File: src/design/fspc_fix_note.sv
// No logic here: the whole block lives in fspc_top

File: src/inc/fspc_pkg.sv
// Package of constants and types for the flash self-program control block
package fspc_pkg;

   // ---------------------------------------------------------------
   // Register byte offsets
   // ---------------------------------------------------------------
   localparam logic [3:0] FSPC_OFF_CONTROL = 4'h0;
   localparam logic [3:0] FSPC_OFF_KEY = 4'h4;
   localparam logic [3:0] FSPC_OFF_PAGE = 4'h8;
   localparam logic [3:0] FSPC_OFF_TARGET = 4'hC;

   // ---------------------------------------------------------------
   // Control register field positions
   // ---------------------------------------------------------------
   localparam int FSPC_BIT_START = 15;
   localparam int FSPC_BIT_PROG_EN = 14;
   localparam int FSPC_BIT_SEQ_ERR = 13;
   localparam int FSPC_BIT_ERASE = 6;
   localparam int FSPC_OPSEL_LSB = 0;
   localparam int FSPC_OPSEL_W = 4;
   localparam int FSPC_PAGE_W = 8;
   localparam int FSPC_EA_W = 16;
   localparam int FSPC_ADDR_W = 24;

   // ---------------------------------------------------------------
   // Reset values and key values
   // ---------------------------------------------------------------
   localparam logic [15:0] FSPC_CONTROL_RST = 16'h0000;
   localparam logic [7:0] FSPC_PAGE_RST = 8'h00;
   localparam logic [15:0] FSPC_EA_RST = 16'h0000;
   localparam logic [7:0] FSPC_KEY_FIRST = 8'h55;
   localparam logic [7:0] FSPC_KEY_SECOND = 8'hAA;

   // ---------------------------------------------------------------
   // Operation select encodings
   // ---------------------------------------------------------------
   localparam logic [3:0] FSPC_OP_BULK = 4'hF;
   localparam logic [3:0] FSPC_OP_SEGMENT = 4'hD;
   localparam logic [3:0] FSPC_OP_WORD = 4'h3;
   localparam logic [3:0] FSPC_OP_PAGE = 4'h2;
   localparam logic [3:0] FSPC_OP_ROW = 4'h1;
   localparam logic [3:0] FSPC_OP_CONFIG = 4'h0;

   // ---------------------------------------------------------------
   // Timing: nominal self-timed cycle length
   // ---------------------------------------------------------------
   localparam int FSPC_CLK_NS = 40;
   localparam int FSPC_T_CYCLE_NS = 1_430_000;
   localparam int FSPC_CYCLE_CLKS = FSPC_T_CYCLE_NS / FSPC_CLK_NS;

   // ---------------------------------------------------------------
   // Types
   // ---------------------------------------------------------------
   typedef enum logic [7:0] {
      FSPC_ACT_NONE = 8'b0000_0001,
      FSPC_ACT_BULK_ERASE = 8'b0000_0010,
      FSPC_ACT_SEG_ERASE = 8'b0000_0100,
      FSPC_ACT_PAGE_ERASE = 8'b0000_1000,
      FSPC_ACT_CFG_ERASE = 8'b0001_0000,
      FSPC_ACT_WORD_PROG = 8'b0010_0000,
      FSPC_ACT_ROW_PROG = 8'b0100_0000,
      FSPC_ACT_CFG_PROG = 8'b1000_0000
   } fspc_action_t;

   typedef enum logic [1:0] {
      FSPC_ST_IDLE = 2'b01,
      FSPC_ST_BUSY = 2'b10
   } fspc_state_t;

   typedef enum logic [2:0] {
      FSPC_LK_LOCKED = 3'b001,
      FSPC_LK_HALF = 3'b010,
      FSPC_LK_OPEN = 3'b100
   } fspc_lock_t;

   typedef struct packed {
      logic start;
      logic prog_en;
      logic seq_err;
      logic erase;
      logic [FSPC_OPSEL_W-1:0] op_sel;
   } fspc_ctrl_t;

   typedef struct packed {
      fspc_action_t action;
      logic [FSPC_ADDR_W-1:0] addr;
   } fspc_cmd_t;

endpackage

File: src/design/fspc_top.sv
// Flash self-program control: AXI4-Lite registers, unlock key, self-timed cycle
//
// The register addresses and the AXI4-Lite slave port are this design's own decisions.
`timescale 1ns/1ps
//
// Overview of operation
// - Setting start launches a self-timed cycle; hardware clears start when done.
// - Software can only set start; writing zero never clears it.
// - Program enable 1 permits program/erase; 0 inhibits them.
// - Sequence error flag set on improper start attempt or early termination.
// - Erase select 1 chooses erase variant, 0 the program variant.
// - Erase codes: 1111 bulk, 1101 segment, 0010 page, 0000 config; 0011/0001 nothing.
// - Program codes: 0011 word, 0001 row, 0000 config; 1111/1101/0010 nothing.
// - Unlisted operation codes cause no program or erase activity.
// - Control fields reset to zero, only by power-on reset.
// - Control bits 12..7 and 5..4 read as zero.
// - Key register takes low-byte writes, is write-only, reads zero.
// - Start needs 0x55 then 0xAA key writes first; hardware enforces it.
// - Processor stalls while a cycle runs, until start clears.
// - Target address is table page low byte joined to 16-bit effective address.
//
module fspc_top
   import fspc_pkg::*;
#(
   parameter int CYCLE_CLKS = FSPC_CYCLE_CLKS
) (
   // Clock and power-on reset
   input wire logic CLK_IN,
   input wire logic RST_IN,
   // AXI4-Lite write address and data
   input wire logic [3:0] S_AXI_AWADDR_IN,
   input wire logic S_AXI_AWVALID_IN,
   output logic S_AXI_AWREADY_OUT,
   input wire logic [31:0] S_AXI_WDATA_IN,
   input wire logic [3:0] S_AXI_WSTRB_IN,
   input wire logic S_AXI_WVALID_IN,
   output logic S_AXI_WREADY_OUT,
   // AXI4-Lite write response
   output logic [1:0] S_AXI_BRESP_OUT,
   output logic S_AXI_BVALID_OUT,
   input wire logic S_AXI_BREADY_IN,
   // AXI4-Lite read
   input wire logic [3:0] S_AXI_ARADDR_IN,
   input wire logic S_AXI_ARVALID_IN,
   output logic S_AXI_ARREADY_OUT,
   output logic [31:0] S_AXI_RDATA_OUT,
   output logic [1:0] S_AXI_RRESP_OUT,
   output logic S_AXI_RVALID_OUT,
   input wire logic S_AXI_RREADY_IN,
   // Table write strobe from the core
   input wire logic TBL_WRITE_IN,
   input wire logic [15:0] TBL_EA_IN,
   // Early termination from the flash array
   input wire logic ABORT_IN,
   // Flash array command and core stall
   output logic FLASH_LAUNCH_OUT,
   output logic [7:0] FLASH_ACTION_OUT,
   output logic [23:0] FLASH_ADDR_OUT,
   output logic CPU_STALL_OUT
);

   // ---------------------------------------------------------------
   // Elaboration check
   // ---------------------------------------------------------------
   localparam int CNT_W = $clog2(CYCLE_CLKS + 1);
   localparam logic [1:0] RESP_OKAY = 2'b00;
   localparam logic [1:0] RESP_SLVERR = 2'b10;

   if (CYCLE_CLKS < 2) begin : g_bad_cycle
      $error("CYCLE_CLKS must be at least 2");
   end

   // ---------------------------------------------------------------
   // Declarations
   // ---------------------------------------------------------------
   fspc_ctrl_t ctrl_reg;
   fspc_ctrl_t ctrl_next;
   fspc_state_t state_reg;
   fspc_state_t state_next;
   fspc_lock_t lock_reg;
   fspc_lock_t lock_next;
   fspc_cmd_t cmd_reg;
   fspc_action_t action;
   logic [FSPC_PAGE_W-1:0] page_reg;
   logic [FSPC_EA_W-1:0] ea_reg;
   logic [CNT_W-1:0] cnt_reg;
   logic launch_reg;
   logic bvalid_reg;
   logic [1:0] bresp_reg;
   logic rvalid_reg;
   logic [1:0] rresp_reg;
   logic [31:0] rdata_reg;
   logic wr_take;
   logic rd_take;
   logic wr_ctrl;
   logic wr_key;
   logic wr_page;
   logic key_lane;
   logic start_try;
   logic start_ok;
   logic cycle_end;
   logic [15:0] ctrl_word;

   // ---------------------------------------------------------------
   // Bus handshakes
   // ---------------------------------------------------------------
   // Address and data are taken together; simpler than buffering either
   assign wr_take = S_AXI_AWVALID_IN && S_AXI_WVALID_IN && !bvalid_reg;
   assign S_AXI_AWREADY_OUT = wr_take;
   assign S_AXI_WREADY_OUT = wr_take;
   assign rd_take = S_AXI_ARVALID_IN && !rvalid_reg;
   assign S_AXI_ARREADY_OUT = rd_take;
   assign S_AXI_BVALID_OUT = bvalid_reg;
   assign S_AXI_BRESP_OUT = bresp_reg;
   assign S_AXI_RVALID_OUT = rvalid_reg;
   assign S_AXI_RRESP_OUT = rresp_reg;
   assign S_AXI_RDATA_OUT = rdata_reg;

   // Write decode by register
   assign wr_ctrl = wr_take && (S_AXI_AWADDR_IN == FSPC_OFF_CONTROL);
   assign wr_key = wr_take && (S_AXI_AWADDR_IN == FSPC_OFF_KEY);
   assign wr_page = wr_take && (S_AXI_AWADDR_IN == FSPC_OFF_PAGE);
   assign key_lane = S_AXI_WSTRB_IN[0];

   // Control word as software sees it; unused bits tie low
   assign ctrl_word = {ctrl_reg.start, ctrl_reg.prog_en, ctrl_reg.seq_err, 6'h00,
                       ctrl_reg.erase, 2'b00, ctrl_reg.op_sel};

   // ---------------------------------------------------------------
   // Operation decode from erase select and operation code
   // ---------------------------------------------------------------
   always_comb begin
      action = FSPC_ACT_NONE;
      if (ctrl_reg.erase) begin
         unique case (ctrl_reg.op_sel)
            FSPC_OP_BULK: action = FSPC_ACT_BULK_ERASE;
            FSPC_OP_SEGMENT: action = FSPC_ACT_SEG_ERASE;
            FSPC_OP_PAGE: action = FSPC_ACT_PAGE_ERASE;
            FSPC_OP_CONFIG: action = FSPC_ACT_CFG_ERASE;
            default: action = FSPC_ACT_NONE;
         endcase
      end else begin
         unique case (ctrl_reg.op_sel)
            FSPC_OP_WORD: action = FSPC_ACT_WORD_PROG;
            FSPC_OP_ROW: action = FSPC_ACT_ROW_PROG;
            FSPC_OP_CONFIG: action = FSPC_ACT_CFG_PROG;
            default: action = FSPC_ACT_NONE;
         endcase
      end
   end

   // ---------------------------------------------------------------
   // Start qualification
   // ---------------------------------------------------------------
   // Start attempt = control write with start bit high while idle
   assign start_try = wr_ctrl && S_AXI_WSTRB_IN[1] && S_AXI_WDATA_IN[FSPC_BIT_START]
                      && (state_reg == FSPC_ST_IDLE);
   // Key and enable are checked against their values before this write
   assign start_ok = start_try && (lock_reg == FSPC_LK_OPEN)
                     && ctrl_reg.prog_en;
   assign cycle_end = (state_reg == FSPC_ST_BUSY) && ((cnt_reg == '0) || ABORT_IN);

   // ---------------------------------------------------------------
   // Unlock sequencer
   // ---------------------------------------------------------------
   always_comb begin
      lock_next = lock_reg;
      if (wr_key && key_lane) begin
         if (S_AXI_WDATA_IN[7:0] == FSPC_KEY_FIRST) begin
            lock_next = FSPC_LK_HALF;
         end else if ((S_AXI_WDATA_IN[7:0] == FSPC_KEY_SECOND) && (lock_reg == FSPC_LK_HALF)) begin
            lock_next = FSPC_LK_OPEN;
         end else begin
            lock_next = FSPC_LK_LOCKED;
         end
      end else if (wr_take) begin
         lock_next = FSPC_LK_LOCKED;
      end
   end

   always_ff @(posedge CLK_IN) begin
      if (RST_IN) begin
         lock_reg <= FSPC_LK_LOCKED;
      end else begin
         lock_reg <= lock_next;
      end
   end

   // ---------------------------------------------------------------
   // Control register
   // ---------------------------------------------------------------
   // Fields are frozen while a cycle runs so the active command cannot change
   always_comb begin
      ctrl_next = ctrl_reg;
      if (wr_ctrl && (state_reg == FSPC_ST_IDLE)) begin
         if (S_AXI_WSTRB_IN[1]) begin
            ctrl_next.prog_en = S_AXI_WDATA_IN[FSPC_BIT_PROG_EN];
            ctrl_next.seq_err = S_AXI_WDATA_IN[FSPC_BIT_SEQ_ERR];
         end
         if (S_AXI_WSTRB_IN[0]) begin
            ctrl_next.erase = S_AXI_WDATA_IN[FSPC_BIT_ERASE];
            ctrl_next.op_sel = S_AXI_WDATA_IN[FSPC_OPSEL_LSB +: FSPC_OPSEL_W];
         end
      end
      // Start is settable only; a zero write leaves it alone
      if (start_ok && (action != FSPC_ACT_NONE)) begin
         ctrl_next.start = 1'b1;
         ctrl_next.seq_err = 1'b0;
      end
      if (start_try && !start_ok) begin
         ctrl_next.seq_err = 1'b1;
      end
      if (cycle_end) begin
         ctrl_next.start = 1'b0;
         if (ABORT_IN) begin
            ctrl_next.seq_err = 1'b1;
         end
      end
   end

   // Only the power-on reset returns these fields to zero
   always_ff @(posedge CLK_IN) begin
      if (RST_IN) begin
         ctrl_reg <= fspc_ctrl_t'({FSPC_CONTROL_RST[15:13], FSPC_CONTROL_RST[6], FSPC_CONTROL_RST[3:0]});
      end else begin
         ctrl_reg <= ctrl_next;
      end
   end

   // ---------------------------------------------------------------
   // Table page and latched effective address
   // ---------------------------------------------------------------
   always_ff @(posedge CLK_IN) begin
      if (RST_IN) begin
         page_reg <= FSPC_PAGE_RST;
      end else if (wr_page && S_AXI_WSTRB_IN[0] && (state_reg == FSPC_ST_IDLE)) begin
         page_reg <= S_AXI_WDATA_IN[FSPC_PAGE_W-1:0];
      end
   end

   always_ff @(posedge CLK_IN) begin
      if (RST_IN) begin
         ea_reg <= FSPC_EA_RST;
      end else if (TBL_WRITE_IN && (state_reg == FSPC_ST_IDLE)) begin
         ea_reg <= TBL_EA_IN;
      end
   end

   // ---------------------------------------------------------------
   // Cycle sequencer and timer
   // ---------------------------------------------------------------
   always_comb begin
      state_next = state_reg;
      unique case (state_reg)
         FSPC_ST_IDLE: begin
            if (start_ok && (action != FSPC_ACT_NONE)) begin
               state_next = FSPC_ST_BUSY;
            end
         end
         FSPC_ST_BUSY: begin
            if (cycle_end) begin
               state_next = FSPC_ST_IDLE;
            end
         end
         default: state_next = FSPC_ST_IDLE;
      endcase
   end

   always_ff @(posedge CLK_IN) begin
      if (RST_IN) begin
         state_reg <= FSPC_ST_IDLE;
      end else begin
         state_reg <= state_next;
      end
   end

   // Self-timed length counted down from launch
   always_ff @(posedge CLK_IN) begin
      if (RST_IN) begin
         cnt_reg <= '0;
      end else if (state_next == FSPC_ST_BUSY && state_reg == FSPC_ST_IDLE) begin
         cnt_reg <= CNT_W'(CYCLE_CLKS - 1);
      end else if (state_reg == FSPC_ST_BUSY && cnt_reg != '0) begin
         cnt_reg <= cnt_reg - 1'b1;
      end
   end

   // Command captured at launch for the flash array
   always_ff @(posedge CLK_IN) begin
      if (RST_IN) begin
         cmd_reg <= '{action: FSPC_ACT_NONE, addr: '0};
         launch_reg <= 1'b0;
      end else begin
         launch_reg <= start_ok && (action != FSPC_ACT_NONE);
         if (start_ok && (action != FSPC_ACT_NONE)) begin
            cmd_reg <= '{action: action, addr: {page_reg, ea_reg}};
         end
      end
   end

   assign FLASH_LAUNCH_OUT = launch_reg;
   assign FLASH_ACTION_OUT = cmd_reg.action;
   assign FLASH_ADDR_OUT = cmd_reg.addr;
   assign CPU_STALL_OUT = ctrl_reg.start;

   // ---------------------------------------------------------------
   // Write response
   // ---------------------------------------------------------------
   always_ff @(posedge CLK_IN) begin
      if (RST_IN) begin
         bvalid_reg <= 1'b0;
         bresp_reg <= RESP_OKAY;
      end else if (wr_take) begin
         bvalid_reg <= 1'b1;
         bresp_reg <= (S_AXI_AWADDR_IN[3:2] == FSPC_OFF_TARGET[3:2]) ? RESP_SLVERR : RESP_OKAY;
      end else if (S_AXI_BREADY_IN) begin
         bvalid_reg <= 1'b0;
      end
   end

   // ---------------------------------------------------------------
   // Read data path
   // ---------------------------------------------------------------
   // Key always reads zero: it is write-only
   always_ff @(posedge CLK_IN) begin
      if (RST_IN) begin
         rvalid_reg <= 1'b0;
         rresp_reg <= RESP_OKAY;
         rdata_reg <= 32'h0000_0000;
      end else if (rd_take) begin
         rvalid_reg <= 1'b1;
         rresp_reg <= RESP_OKAY;
         unique case (S_AXI_ARADDR_IN)
            FSPC_OFF_CONTROL: rdata_reg <= {16'h0000, ctrl_word};
            FSPC_OFF_KEY: rdata_reg <= 32'h0000_0000;
            FSPC_OFF_PAGE: rdata_reg <= {24'h00_0000, page_reg};
            FSPC_OFF_TARGET: rdata_reg <= {8'h00, page_reg, ea_reg};
            default: begin
               rdata_reg <= 32'h0000_0000;
               rresp_reg <= RESP_SLVERR;
            end
         endcase
      end else if (S_AXI_RREADY_IN) begin
         rvalid_reg <= 1'b0;
      end
   end

endmodule // fspc_top

File: config.mk
export PLATFORM = sky130hd
export DESIGN_NAME = fspc_top
export DESIGN_NICKNAME = d
export VERILOG_FILES = /design/src/design/fspc_fix_note.sv /design/src/inc/fspc_pkg.sv /design/src/design/fspc_top.sv
export SDC_FILE = /design/constraint.sdc
export NUM_CORES = 1
export LEC_CHECK = 0
export BUFFER_PORTS_ARGS = -buffer_cell sky130_fd_sc_hd__buf_2
export CORE_UTILIZATION = 33
export DETAILED_ROUTE_END_ITERATION = 8
export GPL_ROUTABILITY_DRIVEN = 0
export MAX_ROUTING_LAYER = met4
export PLACE_DENSITY_LB_ADDON = 0.05
export SYNTH_ARGS = -nofsm -noshare
export SYNTH_HDL_FRONTEND = slang
export SYNTH_SLANG_ARGS = --single-unit
File: constraint.sdc
create_clock -name CLK_IN -period 2 [get_ports CLK_IN]
set_clock_uncertainty 0.1 [all_clocks]
set_input_delay 0.3 -clock CLK_IN [delete_from_list [all_inputs] [get_ports CLK_IN]]
set_output_delay 0.3 -clock CLK_IN [all_outputs]
set_load 0.02 [all_outputs]
# After elaboration in Yosys (flattened, before gate mapping)
# Cells that the tools add are included.
# op_classes
add_sub_neg	1
n_eq_ne	19
muxes	26
n_reduce_logical	40
# ops
operator	count
24-bit case mux with 3 select lines	1
16-bit 2-to-1 mux	2
8-bit case mux with 3 select lines	1
1-bit logical AND	22
4-bit == test (second input constant)	5
5-bit case mux with 4 select lines	1
16-bit logical NOT	1
16-bit nonzero test	1
16-bit by 1-bit subtractor with 16-bit output (second input constant)	1
4-bit logical NOT	3
3-bit 2-to-1 mux	4
1-bit 2-to-1 mux	9
4-bit by 2-bit == test with 1-bit output (second input constant)	2
4-bit by 3-bit == test with 1-bit output (second input constant)	2
8-bit by 7-bit == test with 1-bit output (second input constant)	1
8-bit == test (second input constant)	1
2-bit 2-to-1 mux	4
8-bit 2-to-1 mux	1
8-bit by 1-bit != test with 1-bit output (second input constant)	1
2-bit nonzero test	4
2-bit == test (second input constant)	3
6-bit 2-to-1 mux	1
5-bit 2-to-1 mux	1
4-bit by 1-bit == test with 1-bit output (second input constant)	1
9 further kinds	13
# totals
ff_bits	124
in_bits	69
word_cells	105

# Longest topological paths before layout
# logic_depth
depth_word	14
depth_mapped	10

# Worst setup path before layout
# Ideal clock, no wire load.
# synth_path
path_type	flip-flop to flip-flop
from	reg state_reg[1]
to	reg page_reg[0]
setup_ns	0.128
arrival_time_ns	1.845
t_required_ns	1.772
path_slack_ns	-0.073
stages_incl_launch_ff	11
path_cell_list	dfxtp_1 > inv_1 > ha_1 > buf_2 > nor2b_1 > clkbuf_1 > nand3_1 > or4_1 > buf_2 > mux2i_1 > nor2_1
# synth_via
elab_chain_cells	2
# synth_rtl
item	line_no	source
start, declared	fspc_top.sv:78	fspc_state_t state_reg;
start signal, assigned	fspc_top.sv:273	state_reg <= state_next;
2-bit by 1-bit == test with 1-bit output	fspc_top.sv:236	end else if (wr_page && S_AXI_WSTRB_IN[0] && (state_reg == FSPC_ST_IDLE)) begin
1-bit logical AND	fspc_top.sv:236	
end signal, assigned	fspc_top.sv:237	page_reg <= S_AXI_WDATA_IN[FSPC_PAGE_W-1:0];
end, declared	fspc_top.sv:84	logic [FSPC_PAGE_W-1:0] page_reg;
# Every way passes these cells.
# A chain may end at the register's enable or synchronous reset.

# Final worst setup path
# layout_path
from	reg state_reg[0]
to	reg cnt_reg[13]
# layout_via
elab_chain_cells	10
word_cells_on_any_way	14
cone_classes	eq/ne (3); mux (3); reduce/logical (8)
# layout_rtl
item	line_no	source
2-bit by 1-bit == test with 1-bit output	fspc_top.sv:157, fspc_top.sv:254, fspc_top.sv:281	
1-bit logical AND	fspc_top.sv:157	&& (state_reg == FSPC_ST_IDLE);
1-bit logical AND	fspc_top.sv:159	assign start_ok = start_try && (lock_reg == FSPC_LK_OPEN)
1-bit logical AND	fspc_top.sv:160	&& ctrl_reg.prog_en;
1-bit logical AND	fspc_top.sv:256	if (start_ok && (action != FSPC_ACT_NONE)) begin
2-bit 2-to-1 mux	fspc_top.sv:256	
2-bit case mux with 2 select lines	fspc_top.sv:254	unique case (state_reg)
2-bit == test	fspc_top.sv:281	end else if (state_next == FSPC_ST_BUSY && state_reg == FSPC_ST_IDLE) begin
1-bit logical AND	fspc_top.sv:281	
2-bit OR reduction (no source line)	-	
end signal, assigned	fspc_top.sv:282	cnt_reg <= CNT_W'(CYCLE_CLKS - 1);
end signal, assigned	fspc_top.sv:284	cnt_reg <= cnt_reg - 1'b1;
end, declared	fspc_top.sv:86	logic [CNT_W-1:0] cnt_reg;
# Several ways; a longest one is shown, not always the timed one.

==> metrics.md <==
| Metric | Value |
|---|---|
| Post-detailed-route DRC marker count | 0 |
| Register clock-pin slew on the reported worst setup and hold paths | 0.06 ns |
| Critical R2R Launch | state_reg[0]$_SDFF_PP1_ |
| Area fraction of the dominant cell type after synthesis | 0.471 |
| Aggregate routed wire length | 14000 um |
| Outcome | completed |
| Number of global-route vias before repair | 4187 |
| Period utilization | 0.957 |
| Signed area change from the synthesized netlist to the final layout | 34.6% |
| Tightest Hold Check Type | input port to flip-flop |
| Synth async-reset ratio | 0 |
| Cell count along the critical path | 6 |
| Vias | 4462 |
| Source of the critical timing path | state_reg[0]$_SDFF_PP1_ |
| RSZ-0062 raised after global routing | true |
| Non-Filler Instances | 902 |
| Global-route wire length before repair | 21200 um |
| Standard-cell row count | 43 |
| Hold Path Stages | 3 |
| Total buffers and inverters traversed by the critical path | 1 |
| H-Tree Depth | 4 |
| ANT cells | 0 |
| Count of flip-flops with a built-in enable after synthesis | 0 |
| Leakage power of the design | 2.76 nW |
| Number of antenna violations at the first check in global routing | 0 |
| Peak supply drop | 0.573 mV |
| Startpoint Class | flip-flop |
| Effective utilization at floorplan | 0.344 |
| Top Ports | 144 |
| Die area | 15200 um2 |
| Placeable core area | 14100 um2 |
| R2R setup slack | 0.09 ns |
| Max Buffers Root-to-Sink | 2 |
| Utilization of the core after routing | 0.463 |
| CP required | 2.21 ns |
| Pin count of the biggest net entering global routing | 87 |
| Fmax | 523 MHz |
| Worst Max-Slew Pin Slew | 0.498 ns |
| Data arrival, critical path | 2.12 ns |
| Fin nets | 782 |
| Min Tclk post-route | 1.91 ns |
| Syn Inst Count | 573 |
| Post-DR wirelength/cell | 15.5 um |
| Number of buffers inserted for hold repair after clock tree synthesis | 0 |
| Largest stage delay, worst path | 0.52 ns |
| Half-perimeter wire length after placement | 10000 um |
| Register bit count reported by yosys | 114 |
| Total global routing track utilization | 0.194 |
| Crit. End Element | flip-flop |
| Cell count after placement | 869 |
| Drt first pass iters | 4 |
| Power per standard cell area | 884 nW/um2 |
| Total cell area at the placement stage | 5770 um2 |
| Crit-path max FO | 5 |
| Sinks on Clock Net | 114 |
| Critical path cell sequence | inv_1 > ha_2 > or4b_4 > nor4_2 > xnor2_1 > nor2_1 |
| Family with the most delay on the worst path | simple AND/OR/NAND/NOR gates |
| Root buffer cell | sky130_fd_sc_hd__clkbuf_16 |
| Cell accounting for the most synthesized area | sky130_fd_sc_hd__dfxtp_1 |
| Final-layout fill cell count | 1409 |
| Total count of hold-check failures in the final report | 0 |
| Antenna-violating nets left | 0 |
| DRC marker count from the first detailed-route iteration | 218 |
| Via-to-Cell Ratio | 4.95 |
| Synth Flop Type | sky130_fd_sc_hd__dfxtp_1 |
| Worst Min Path Start | TBL_EA_IN[11] |
| Post-synthesis cell type count | 60 |
| Sequential cell area fraction in the yosys report | 0.471 |
| Max capacitance violation total | 0 |
| Top area cells in the synthesized netlist | sky130_fd_sc_hd__dfxtp_1 (47%), sky130_fd_sc_hd__nand2_1 (8.4%), sky130_fd_sc_hd__a21oi_1 (6.1%) |
| Worst-case headroom to the max-slew limit | 0.667 |
| Clock latency on the worst-skew pair | 0.42 ns |
| Minimum setup slack after placement | -0.121 ns |
| Startpoint-to-endpoint class of the critical path | flip-flop to flip-flop |
| Number of cells on the worst reg-to-reg path | 6 |
| Chip Height | 123 um |
| # setup viols final | 0 |
| Die W | 123 um |
| TritonCTS clock tree | built |
| Count of synthesis-stage warnings from yosys | 0 |
| Syn avg cell area | 8.46 um2 |
| Netlist area before placement | 4850 um2 |
| Port buffer count | 110 |
| Layout cells sized above 1 | 0.309 |
| Cts bufs inserted | 17 |
| Total non-filler cell area in the finished layout | 6530 um2 |
| Final Max Tran Viols | 0 |
| Setup ws final | 0.0869 ns |
| Cell at the slowest stage of the critical path | sky130_fd_sc_hd__or4b_4 |
| Final global-route overflow total | 0 |
## cells in the mapped netlist (4+ instances only)
cell,instances
sky130_fd_sc_hd__nor3_1,16
sky130_fd_sc_hd__nand3_1,12
sky130_fd_sc_hd__mux2i_1,14
sky130_fd_sc_hd__ha_1,4
sky130_fd_sc_hd__nand4_1,9
sky130_fd_sc_hd__mux2_2,6
sky130_fd_sc_hd__clkbuf_1,22
sky130_fd_sc_hd__nand2_1,109
sky130_fd_sc_hd__nor2_1,61
sky130_fd_sc_hd__buf_4,14
sky130_fd_sc_hd__xor2_1,4
sky130_fd_sc_hd__a21oi_1,59
sky130_fd_sc_hd__xnor2_1,6
sky130_fd_sc_hd__and2_1,4
sky130_fd_sc_hd__o21ai_0,8
sky130_fd_sc_hd__nand3b_1,4
sky130_fd_sc_hd__a22o_1,7
sky130_fd_sc_hd__dfxtp_1,114
sky130_fd_sc_hd__a22oi_1,21
sky130_fd_sc_hd__buf_1,5
sky130_fd_sc_hd__nand2b_1,5
sky130_fd_sc_hd__inv_1,11
## power by group
| part | total [mW] | internal [mW] | leakage, nW | switching, mW |
|---|---|---|---|---|
| Sequential | 2.33 | 2.30 | 0.924 | 0.0317 |
| Combinational | 0.325 | 0.124 | 1.55 | 0.201 |
| Clock | 3.11 | 1.97 | 0.287 | 1.14 |
| Total | 5.77 | 4.40 | 2.76 | 1.37 |
## kinds of logic after synthesis
logic type,count (synthesis),synth area share
mux,20,0.0428
buf+inv,55,0.0555
simple gates,252,0.248
other cells,1,0.000773
compound gates,117,0.154
flops,114,0.471
fa+ha+maj,4,0.0103
xor+xnor,10,0.0181
## metrics by stage
| stage | power [mW] | hold slack, ns | setup TNS [ns] |
|---|---|---|---|
| 6_report | 5.77 | 0.0161 | 0 |
| 5_1_grt | 5.98 | 0.00701 | -0.0258 |
| 4_1_cts | 5.82 | 0.0000250 | 0 |
| 3_5_place_dp | 2.69 | 0.340 | -1.75 |
| 3_3_place_gp | 2.69 | 0.330 | -0.872 |
| 2_1_floorplan | 2.57 | 0.336 | 0 |
## worst register-to-register path, delay by kind of cell (launching register included)
| family | cells | cell delay (ns) |
|---|---|---|
| flip-flops | 1 | 0.37 |
| XOR/XNOR | 1 | 0.16 |
| adder cells (fa/ha/maj) | 1 | 0.21 |
| buffers and inverters | 1 | 0.10 |
| AND/OR/NAND/NOR | 3 | 0.87 |
## path summary, 6_finish.rpt
kind                                         end
hold reg to reg   FLASH_ADDR_OUT[6]$_SDFFE_PP0P_
setup / recovery        cnt_reg[13]$_SDFFE_PP0P_
setup reg to reg        cnt_reg[13]$_SDFFE_PP0P_
hold / removal           ea_reg[11]$_SDFFE_PP0P_
## metal layers
metal | track usage | vias up | wire (um)
met1 | 0.240 | 2103 | 6510
met5 | - | - | 0
met3 | 0.0447 | 20 | 586
met4 | 0.0806 | 0 | 243
met2 | 0.302 | 99 | 6620
li1 | - | 2240 | -
## final cells by class
class | instances | area (um2) | share of cell area
multi-input combinational | 413 | 2470 | 0.378
sequential | 114 | 2290 | 0.351
timing repair buffer | 152 | 893 | 0.137
clock buffer | 18 | 429 | 0.0658
tap | 180 | 225 | 0.0345
clock inverter | 14 | 179 | 0.0274
inverter | 11 | 41.3 | 0.00633
## timing repair
item | 4_1_cts | 5_1_grt
setup buffers | 0 | 1
pin swaps | 1 | 6
resized for setup | 5 | 25
setup endpoints to repair | 27 | 39
## cells in the final DEF, fill, tap and decap left out, types with 9 or more instances in the layout
cell                          n
sky130_fd_sc_hd__nor3_1      14
sky130_fd_sc_hd__dfxtp_1    109
sky130_fd_sc_hd__nand4_1      9
sky130_fd_sc_hd__buf_2      109
sky130_fd_sc_hd__conb_1      10
sky130_fd_sc_hd__buf_4       41
sky130_fd_sc_hd__a21oi_1     59
sky130_fd_sc_hd__nand2_1    109
sky130_fd_sc_hd__a22oi_1     21
sky130_fd_sc_hd__clkbuf_16   17
sky130_fd_sc_hd__inv_1       11
sky130_fd_sc_hd__nand3_1     12
sky130_fd_sc_hd__mux2i_1     14
sky130_fd_sc_hd__nor2_1      61
(Power assumes the default switching activity.)
